File: config.mk
export PLATFORM = sky130hd
export DESIGN_NAME = arcs_converter_flat
export DESIGN_NICKNAME = d
export VERILOG_FILES = /design/src/arcs_pkg.sv /design/src/arcs_link_if.sv /design/src/arcs_converter.sv /design/src/flat_wrapper.sv
export VERILOG_INCLUDE_DIRS = /design/src
export SDC_FILE = /design/constraint.sdc
export NUM_CORES = 1
export LEC_CHECK = 0
export CAP_MARGIN = 10
export CORE_MARGIN = 4
export CORE_UTILIZATION = 50
export DETAILED_ROUTE_END_ITERATION = 8
export DONT_BUFFER_PORTS = 1
export PLACE_DENSITY = 0.73
export SYNTH_ARGS = -nofsm -noshare
export SYNTH_HDL_FRONTEND = slang
export SYNTH_SLANG_ARGS = --single-unit
File: constraint.sdc
create_clock -name clock -period 5.4 [get_ports clock]
set_clock_uncertainty 0.15 [all_clocks]
set_input_delay 0.54 -clock clock [delete_from_list [all_inputs] [get_ports clock]]
set_output_delay 0.54 -clock clock [all_outputs]
set_load 0.01 [all_outputs]
File: src/arcs_defines.svh
/*
 shared constants for the repeat capture sequencer and its transfer controller end.
 assumes inclusion by bare name from every design file; definitions only.
*/
`ifndef ARCS_DEFINES_SVH
`define ARCS_DEFINES_SVH

// mode control byte field positions
`define ARCS_MODE_RUN_BIT 7
`define ARCS_MODE_CHSEL_BIT 6
`define ARCS_MODE_CMP_EN_BIT 0
`define ARCS_MODE_RESET 8'h00

// mask group byte: conversion-end mask in bit 0, set at reset (servicing off)
`define ARCS_MASK_BIT 0
`define ARCS_MASK_RESET 8'h01

// limits that let every result pass
`define ARCS_UPPER_RESET 8'hFF
`define ARCS_LOWER_RESET 8'h00

// conversion clock divider, cycles of conversion clock per conversion and per hardware wait
`define ARCS_CLK_DIV 4'h8
`define ARCS_CONV_TICKS 6'h16
`define ARCS_HW_WAIT_TICKS 6'h02

// result alignment: 10-bit value left-aligned in 16 bits
`define ARCS_RES_BITS 10
`define ARCS_RES_SHIFT 6

// channel codes of select mode
`define ARCS_CH_AIN3 5'h03
`define ARCS_CH_AIN16 5'h10
`define ARCS_CH_AMP 5'h17
`define ARCS_CH_TEMP 5'h00
`define ARCS_CH_VREF 5'h01

// transfer controller defaults
`define ARCS_XFER_COUNT 4'h8
`define ARCS_SRC_ADDR 20'hFFF1E
`define ARCS_DST_BASE 20'hFF900
`define ARCS_BLOCK_BYTES 20'h00002

`endif

File: src/arcs_pkg.sv
/*
 types of the converter end of the capture sequencer, also used by the testbench.
 assumes arcs_defines.svh is available for the numeric constants.
*/
package arcs_pkg;
  typedef enum logic [1:0]
  {
    ARCS_TRIG_SW,
    ARCS_TRIG_HW_NOWAIT,
    ARCS_TRIG_HW_WAIT
  } arcs_trig_t;
endpackage

File: src/arcs_link_if.sv
/*
 link between the converter end and the transfer controller end.
 assumes a single shared clock; the testbench instantiates and joins both ends.
*/
`timescale 1ns/10ps
interface arcs_link_if;
  logic conv_end;
  logic [15:0] result;
  logic xfer_enable;
  logic irq_req;

  modport converter
  (
    output conv_end,
    output result,
    input xfer_enable,
    output irq_req
  );

  modport controller
  (
    input conv_end,
    input result,
    output xfer_enable,
    input irq_req
  );
endinterface

File: src/arcs_converter.sv
/*
 converter control end: mode register, /8 conversion clock, sequential
 single-channel conversions, left-aligned result, limit check, end request.
 assumes one clock at 50 MHz, async active-high reset, the analog sample
 arriving as a parallel word on the same clock, and the transfer controller
 end joined through arcs_link_if.
*/
// Function
// - request flag reads pending conversion-end request
// - mask bit zero allows servicing, one blocks
// - run bit seven starts and stops conversion
// - software trigger: run reads one while converting
// - hardware wait: run reads one incl stabilization
// - select mode converts exactly one chosen input
// - sequential mode restarts automatically until stopped; the code restarts only under software trigger, hardware modes wait for the pin
// - each end stores result, emits end signal
// - result left-aligned, shift six gives value
// - each end signal activates a transfer
// - repeat mode, fixed source, eight 2-byte transfers
// - destination steps entries, wraps to base
// - cpu request only after eighth transfer; the code also requests on every end while activation is off
// - handler re-enables activation, aligns results
// - end signal only within lower and upper limits
// - conversion clock is clock divided by eight
// - select mode at zero, scan at one; the code has no scan, one refuses to convert and flags a channel error
// - sequential at zero, one-shot at one
// - comparator enable bit zero must be set
`timescale 1ns/10ps
`include "arcs_defines.svh"
module arcs_converter
(
  input wire logic clock,
  input wire logic rst,
  arcs_link_if.converter link,
  input wire logic mode_wr,
  input wire logic [7:0] mode_wdata,
  input wire logic mask_wr,
  input wire logic [7:0] mask_wdata,
  input wire logic flag_clr,
  input wire logic one_shot_sel,
  input wire arcs_pkg::arcs_trig_t trig_mode,
  input wire logic hw_trigger,
  input wire logic [4:0] channel_sel,
  input wire logic internal_sel,
  input wire logic [7:0] upper_limit,
  input wire logic [7:0] lower_limit,
  input wire logic [9:0] analog_sample,
  output logic [7:0] mode_rdata,
  output logic [7:0] mask_rdata,
  output logic [15:0] conversion_result,
  output logic conv_done_request_flag,
  output logic cpu_irq,
  output logic channel_error
);
  typedef enum logic [1:0]
  {
    ARCS_IDLE,
    ARCS_STAB,
    ARCS_CONV
  } arcs_state_t;

  arcs_state_t state_q;
  logic [7:0] mode_q;
  logic [7:0] mask_q;
  logic [3:0] div_q;
  logic tick_q;
  logic [5:0] tcnt_q;
  logic [15:0] result_q;
  logic end_q;
  logic flag_q;
  logic irq_q;
  logic chan_err_q;
  logic busy_q;
  logic hw_s1_q;
  logic hw_s2_q;
  logic run;
  logic cmp_en;
  logic chan_ok;
  logic in_limits;
  logic conv_fire;

  assign run = mode_q[`ARCS_MODE_RUN_BIT];
  assign cmp_en = mode_q[`ARCS_MODE_CMP_EN_BIT];
  // legal select-mode channels; scan mode is not supported by this core
  always_comb
  begin
    chan_ok = 1'b0;
    if (!mode_q[`ARCS_MODE_CHSEL_BIT])
    begin
      if (internal_sel)
        chan_ok = (channel_sel == `ARCS_CH_TEMP) || (channel_sel == `ARCS_CH_VREF);
      else
        chan_ok = (channel_sel <= `ARCS_CH_AIN3) ||
          ((channel_sel >= `ARCS_CH_AIN16) && (channel_sel <= `ARCS_CH_AMP));
    end
  end

  // limits compare against the upper eight bits of the result
  assign in_limits = (lower_limit <= analog_sample[9:2]) &&
    (analog_sample[9:2] <= upper_limit);
  assign conv_fire = state_q == ARCS_CONV && tick_q && tcnt_q == 6'h01;

  // mode register; run self-clears after a one-shot conversion
  always_ff @(posedge clock or posedge rst)
  begin
    if (rst)
      mode_q <= `ARCS_MODE_RESET;
    else if (mode_wr)
      mode_q <= mode_wdata;
    else if (conv_fire && one_shot_sel)
      mode_q[`ARCS_MODE_RUN_BIT] <= 1'b0;
  end

  // mask register
  always_ff @(posedge clock or posedge rst)
  begin
    if (rst)
      mask_q <= `ARCS_MASK_RESET;
    else if (mask_wr)
      mask_q <= mask_wdata;
  end
  // hardware trigger pin synchroniser
  always_ff @(posedge clock or posedge rst)
  begin
    if (rst)
    begin
      hw_s1_q <= 1'b0;
      hw_s2_q <= 1'b0;
    end
    else
    begin
      hw_s1_q <= hw_trigger;
      hw_s2_q <= hw_s1_q;
    end
  end

  // conversion clock enable: one pulse every eight clocks
  always_ff @(posedge clock or posedge rst)
  begin
    if (rst)
    begin
      div_q <= 4'h0;
      tick_q <= 1'b0;
    end
    else
    begin
      tick_q <= div_q == (`ARCS_CLK_DIV - 4'h1);
      div_q <= (div_q == (`ARCS_CLK_DIV - 4'h1)) ? 4'h0 : div_q + 4'h1;
    end
  end

  // conversion sequencer; clearing run or comparator enable aborts at once
  always_ff @(posedge clock or posedge rst)
  begin
    if (rst)
    begin
      state_q <= ARCS_IDLE;
      tcnt_q <= 6'h00;
    end
    else if (!run || !cmp_en || !chan_ok)
      state_q <= ARCS_IDLE;
    else
    begin
      case (state_q)
        ARCS_IDLE:
        begin
          if (trig_mode == arcs_pkg::ARCS_TRIG_SW)
          begin
            state_q <= ARCS_CONV;
            tcnt_q <= `ARCS_CONV_TICKS;
          end
          else if (hw_s2_q)
          begin
            state_q <= (trig_mode == arcs_pkg::ARCS_TRIG_HW_WAIT) ? ARCS_STAB : ARCS_CONV;
            tcnt_q <= (trig_mode == arcs_pkg::ARCS_TRIG_HW_WAIT) ?
              `ARCS_HW_WAIT_TICKS : `ARCS_CONV_TICKS;
          end
        end
        ARCS_STAB:
        begin
          if (tick_q)
          begin
            if (tcnt_q == 6'h01)
            begin
              state_q <= ARCS_CONV;
              tcnt_q <= `ARCS_CONV_TICKS;
            end
            else
              tcnt_q <= tcnt_q - 6'h01;
          end
        end
        ARCS_CONV:
        begin
          if (tick_q)
          begin
            if (tcnt_q == 6'h01)
            begin
              // sequential restarts without a new trigger in software mode
              tcnt_q <= `ARCS_CONV_TICKS;
              if (one_shot_sel || trig_mode != arcs_pkg::ARCS_TRIG_SW)
                state_q <= ARCS_IDLE;
            end
            else
              tcnt_q <= tcnt_q - 6'h01;
          end
        end
        default:
          state_q <= ARCS_IDLE;
      endcase
    end
  end

  // result latch and end pulse; results out of limits raise no end
  always_ff @(posedge clock or posedge rst)
  begin
    if (rst)
    begin
      result_q <= 16'h0000;
      end_q <= 1'b0;
    end
    else
    begin
      end_q <= conv_fire && in_limits;
      if (conv_fire)
        result_q <= {analog_sample, {`ARCS_RES_SHIFT{1'b0}}};
    end
  end

  // request flag: ends the controller keeps silent are not flagged; set wins
  always_ff @(posedge clock or posedge rst)
  begin
    if (rst)
      flag_q <= 1'b0;
    else if (end_q && !link.xfer_enable)
      flag_q <= 1'b1;
    else if (flag_clr)
      flag_q <= 1'b0;
  end

  // cpu request one cycle behind the flag, gated by the mask
  always_ff @(posedge clock or posedge rst)
  begin
    if (rst)
      irq_q <= 1'b0;
    else
      irq_q <= flag_q && !mask_q[`ARCS_MASK_BIT];
  end

  // status flops: setting error and run readback; readback lags one cycle
  always_ff @(posedge clock or posedge rst)
  begin
    if (rst)
    begin
      chan_err_q <= 1'b0;
      busy_q <= 1'b0;
    end
    else
    begin
      chan_err_q <= run && !chan_ok;
      busy_q <= run && state_q != ARCS_IDLE;
    end
  end

  // run reads as one while converting; in wait mode also during stabilization
  assign mode_rdata = {busy_q, mode_q[6:0]};
  assign mask_rdata = mask_q;
  assign conversion_result = result_q;
  assign conv_done_request_flag = flag_q;
  assign cpu_irq = irq_q;
  assign channel_error = chan_err_q;
  assign link.conv_end = end_q;
  assign link.result = result_q;
  assign link.irq_req = irq_q;
endmodule

File: src/flat_wrapper.sv
// flat-port wrapper written by rule: the top's interface ports become plain ports
module arcs_converter_flat 
  (clock, rst, mode_wr, mode_wdata, mask_wr, mask_wdata, flag_clr, one_shot_sel, trig_mode, hw_trigger, channel_sel, internal_sel, upper_limit, lower_limit, analog_sample, mode_rdata, mask_rdata, conversion_result, conv_done_request_flag, cpu_irq, channel_error, link_conv_end, link_result, link_xfer_enable, link_irq_req);
  arcs_link_if link_i ();
  input wire logic clock;
  input wire logic rst;
  input wire logic mode_wr;
  input wire logic [7:0] mode_wdata;
  input wire logic mask_wr;
  input wire logic [7:0] mask_wdata;
  input wire logic flag_clr;
  input wire logic one_shot_sel;
  input wire arcs_pkg::arcs_trig_t trig_mode;
  input wire logic hw_trigger;
  input wire logic [4:0] channel_sel;
  input wire logic internal_sel;
  input wire logic [7:0] upper_limit;
  input wire logic [7:0] lower_limit;
  input wire logic [9:0] analog_sample;
  output logic [7:0] mode_rdata;
  output logic [7:0] mask_rdata;
  output logic [15:0] conversion_result;
  output logic conv_done_request_flag;
  output logic cpu_irq;
  output logic channel_error;
  output wire logic [$bits(link_i.conv_end)-1:0] link_conv_end;
  output wire logic [$bits(link_i.result)-1:0] link_result;
  input wire logic [$bits(link_i.xfer_enable)-1:0] link_xfer_enable;
  output wire logic [$bits(link_i.irq_req)-1:0] link_irq_req;
  assign link_conv_end = link_i.conv_end;
  assign link_result = link_i.result;
  assign link_i.xfer_enable = link_xfer_enable;
  assign link_irq_req = link_i.irq_req;
  arcs_converter u_core (.clock(clock), .rst(rst), .link(link_i), .mode_wr(mode_wr), .mode_wdata(mode_wdata), .mask_wr(mask_wr), .mask_wdata(mask_wdata), .flag_clr(flag_clr), .one_shot_sel(one_shot_sel), .trig_mode(trig_mode), .hw_trigger(hw_trigger), .channel_sel(channel_sel), .internal_sel(internal_sel), .upper_limit(upper_limit), .lower_limit(lower_limit), .analog_sample(analog_sample), .mode_rdata(mode_rdata), .mask_rdata(mask_rdata), .conversion_result(conversion_result), .conv_done_request_flag(conv_done_request_flag), .cpu_irq(cpu_irq), .channel_error(channel_error));
endmodule
==> impl_metrics.ini <==
[drt]
final_antenna_net_count = 0
wl_per_cell_um = 15.09
firstDrtPassIters = 4
dr_total_vias = 1596
drt_iter0_markers = 59
drc = 0
viasPerCell = 5.302
wl_um = 4542

[synth]
yosysMostFrequentCell = dfrtp_1
yosys.area.top_type_share = 0.4416
ys_types = 37
yosysWarningCount = 0
synth_flop_cell = dfrtp_1
synth.avg_cell_area_um2 = 10.16
ys_seq_area_frac = 0.4519
synth_area_leaders = dfrtp_1 (44%), ha_1 (11%), buf_4 (9.1%)
synth_cells = 251
synth_top_area_cell = dfrtp_1
yosys-top-cells-count = dfrtp_1 (45), buf_4 (31), inv_1 (27), ha_1 (22)
synth-edff-count = 0
ys_seq_elements = 46
async_reset_ff_frac = 1.000
netlist_area_mm2 = 0.002550

[clock_tree]
cts_made_buffers = 5
cts_tree = yes
ctsRootBufferMaster = clkbuf_8
post_cts_buffers = 0
clk_latency_ns = 0.29
cts-hold-fix-buffers = 0
htree_levels = 2
cts_resized = 0
cts_num_sinks = 46
clk_pin_slew_ns = 0.08
clk_path_buf_depth = 2

[critical_path]
start_kind = flip-flop
worst_ep_arrival_time_ns = 2.30
cp.buffers_inverters = 0
criticalPathCategory = flip-flop to flip-flop
cp-end-kind = flip-flop
r2r-start = u_core.tcnt_q[2]$_DFFE_PP0P_
reg2reg_depth = 3
cp-startpoint = u_core.tcnt_q[2]$_DFFE_PP0P_
path_cells = nor4_4 > nand4_1 > mux2_2
crit_required_ns = 5.43
critPathTopFamily = simple AND/OR/NAND/NOR gates
crit_path_max_fanout = 20
worstReg2RegEnd = u_core.conversion_result[7]$_DFFE_PP0P_
cp_slowest_cell = nand4_1
reg2reg_slack_ns = 3.13
critPathMaxStageDelay_ns = 0.66

[power_and_ir_drop]
leakage_nw = 1.193
ir_worst_vdd_uv = 150.6
seq_power_share = 0.585
combPwrFrac = 0.105
p_switching_mw = 0.1770
internal_power_mw = 0.4871
pwr_density_cell_mw_per_mm2 = 264.3
p_clk_frac = 0.310
swShare = 0.2665

[global_route]
grt_pass1_wl_um = 7514
grt_max_degree = 47
grt_pass1_vias = 1609
antenna_found_initial = 0
grt_usage = 0.1509
grt_overflow = 0

[timing]
tns_ns = 0
hold_viol = 0
min_period_ns = 2.269
tightest_slew_ns = 0.9255
setup_violations = 0
maxSlewViolCount = 0
max_freq_mhz = 440.8
fin_crit_sh = 0.4201
rsz0062_at_grt = no
slew_headroom = 0.3821

[min_path]
hold_class = input port to flip-flop
hold_start = hw_trigger
whs_path_depth = 0
min_to = u_core.hw_s1_q$_DFF_PP0_

[place]
hpwl_um = 3665
port-buffer-count = 0
gp_congestion = 0.8149
dp.cells = 293

[flow_run]
drv_cap = 0

[floorplan]
design.die.area_mm2 = 0.006307
fp.dieW_um = 79.42
row_count = 25
start_util = 0.5294
core_mm2 = 0.004817
fp.dieH_um = 79.42
num_io_pins = 111

[run_status]
status = finished clean

[cells_and_area]
area_growth_pct = -1.472
multiInputGateArea_mm2 = 0.001085
n_antenna_cell = 0
fin_nets = 313
drive_gt1_frac = 0.1282
regArea_mm2 = 0.001152
instances_no_fill = 301
n_fill_cell = 455
[kinds of logic (layout without fill, tap and decap cells)]
group | count (synthesis) | count (layout) | share of synthesized area
buf+inv | 63 | 35 | 0.1389
simple gates | 55 | 55 | 0.1104
compound gates | 46 | 46 | 0.1109
flops | 46 | 46 | 0.4519
fa+ha+maj | 22 | 22 | 0.1079
mux | 17 | 17 | 0.07507
other cells | 1 | 12 | 0.001471
xor+xnor | 1 | 1 | 0.003435
[layout make-up]
type                    instances  share of cell area
clock buffers                   5             0.02739
clock inverters                 3            0.008466
inverters                      27             0.04034
flip-flops and latches         46              0.4587
well taps                      67             0.03337
multi-input cells             153              0.4318
[worst max-delay path by stage]
stage,end,slack [ns],cells after the start
floorplan,u_core.tcnt_q[3]$_DFFE_PP0P_,3.45,7
global placement,u_core.conversion_result[6]$_DFFE_PP0P_,3.10,3
detailed placement,u_core.conversion_result[6]$_DFFE_PP0P_,3.11,3
CTS,u_core.conversion_result[7]$_DFFE_PP0P_,3.07,3
global route,u_core.mode_q[7]$_DFFE_PP0P_,2.87,4
finish,u_core.conversion_result[7]$_DFFE_PP0P_,3.13,3
[state kept, by name, summed over array words and instances, names as in the netlist]
signal,count
u_core.busy_q,1
u_core.channel_error,1
u_core.conv_done_request_flag,1
u_core.conversion_result,10
u_core.cpu_irq,1
u_core.div_q,4
u_core.hw_s1_q,1
u_core.hw_s2_q,1
u_core.link.conv_end,1
u_core.mask_rdata,8
u_core.mode_q,8
u_core.state_q,2
u_core.tcnt_q,6
u_core.tick_q,1
[cells in the final DEF, fill, tap and decap left out, types with 7 or more instances in the layout]
master | netlist | routed
nand2_1 | 18 | 18
conb_1 | 1 | 12
inv_1 | 27 | 26
nand4_1 | 7 | 7
o21ai_0 | 18 | 18
mux2_2 | 17 | 17
ha_1 | 22 | 22
a21oi_1 | 8 | 8
dfrtp_1 | 45 | 45
nor2_1 | 12 | 12
[power by group through the flow]
stage	combinational (mW)	sequential [mW]	clock, mW
2_1_floorplan	0.0796	0.387	0
3_3_place_gp	0.0679	0.395	0
3_5_place_dp	0.0707	0.396	0
4_1_cts	0.0709	0.389	0.214
5_1_grt	0.0817	0.392	0.233
6_report	0.0696	0.389	0.206
[per-layer routing]
metal / up-vias / GRT usage / routed length [um] / part of all wire
met5: - / 0 / 0 / 0
met4: 0 / 0.04983 / 53 / 0.012
met3: 4 / 0.06433 / 383 / 0.084
met2: 61 / 0.2458 / 2270 / 0.50
met1: 745 / 0.1794 / 1834 / 0.40
li1: 786 / - / - / -
[per-stage QoR]
step	setup slack, ns	area, um2	hold slack (ns)	total power [mW]	utilization
after floorplan	3.450	2591	0.1812	0.4662	-
after global placement	3.098	2422	0.1867	0.4634	0.5029
after detailed placement	3.112	2422	0.1847	0.4669	0.5029
after global routing	2.872	2512	0.09203	0.7063	0.5216
final	3.131	2512	0.1211	0.6641	0.5216
after CTS	3.072	2512	0.1104	0.6744	0.5216
[worst register-to-register path: stages (launching register included)]
cell and delay [ns]:
dfrtp_1 0.47, nor4_4 0.36, nand4_1 0.66, mux2_2 0.52
Note: power is estimated with default switching activity, not from simulation.
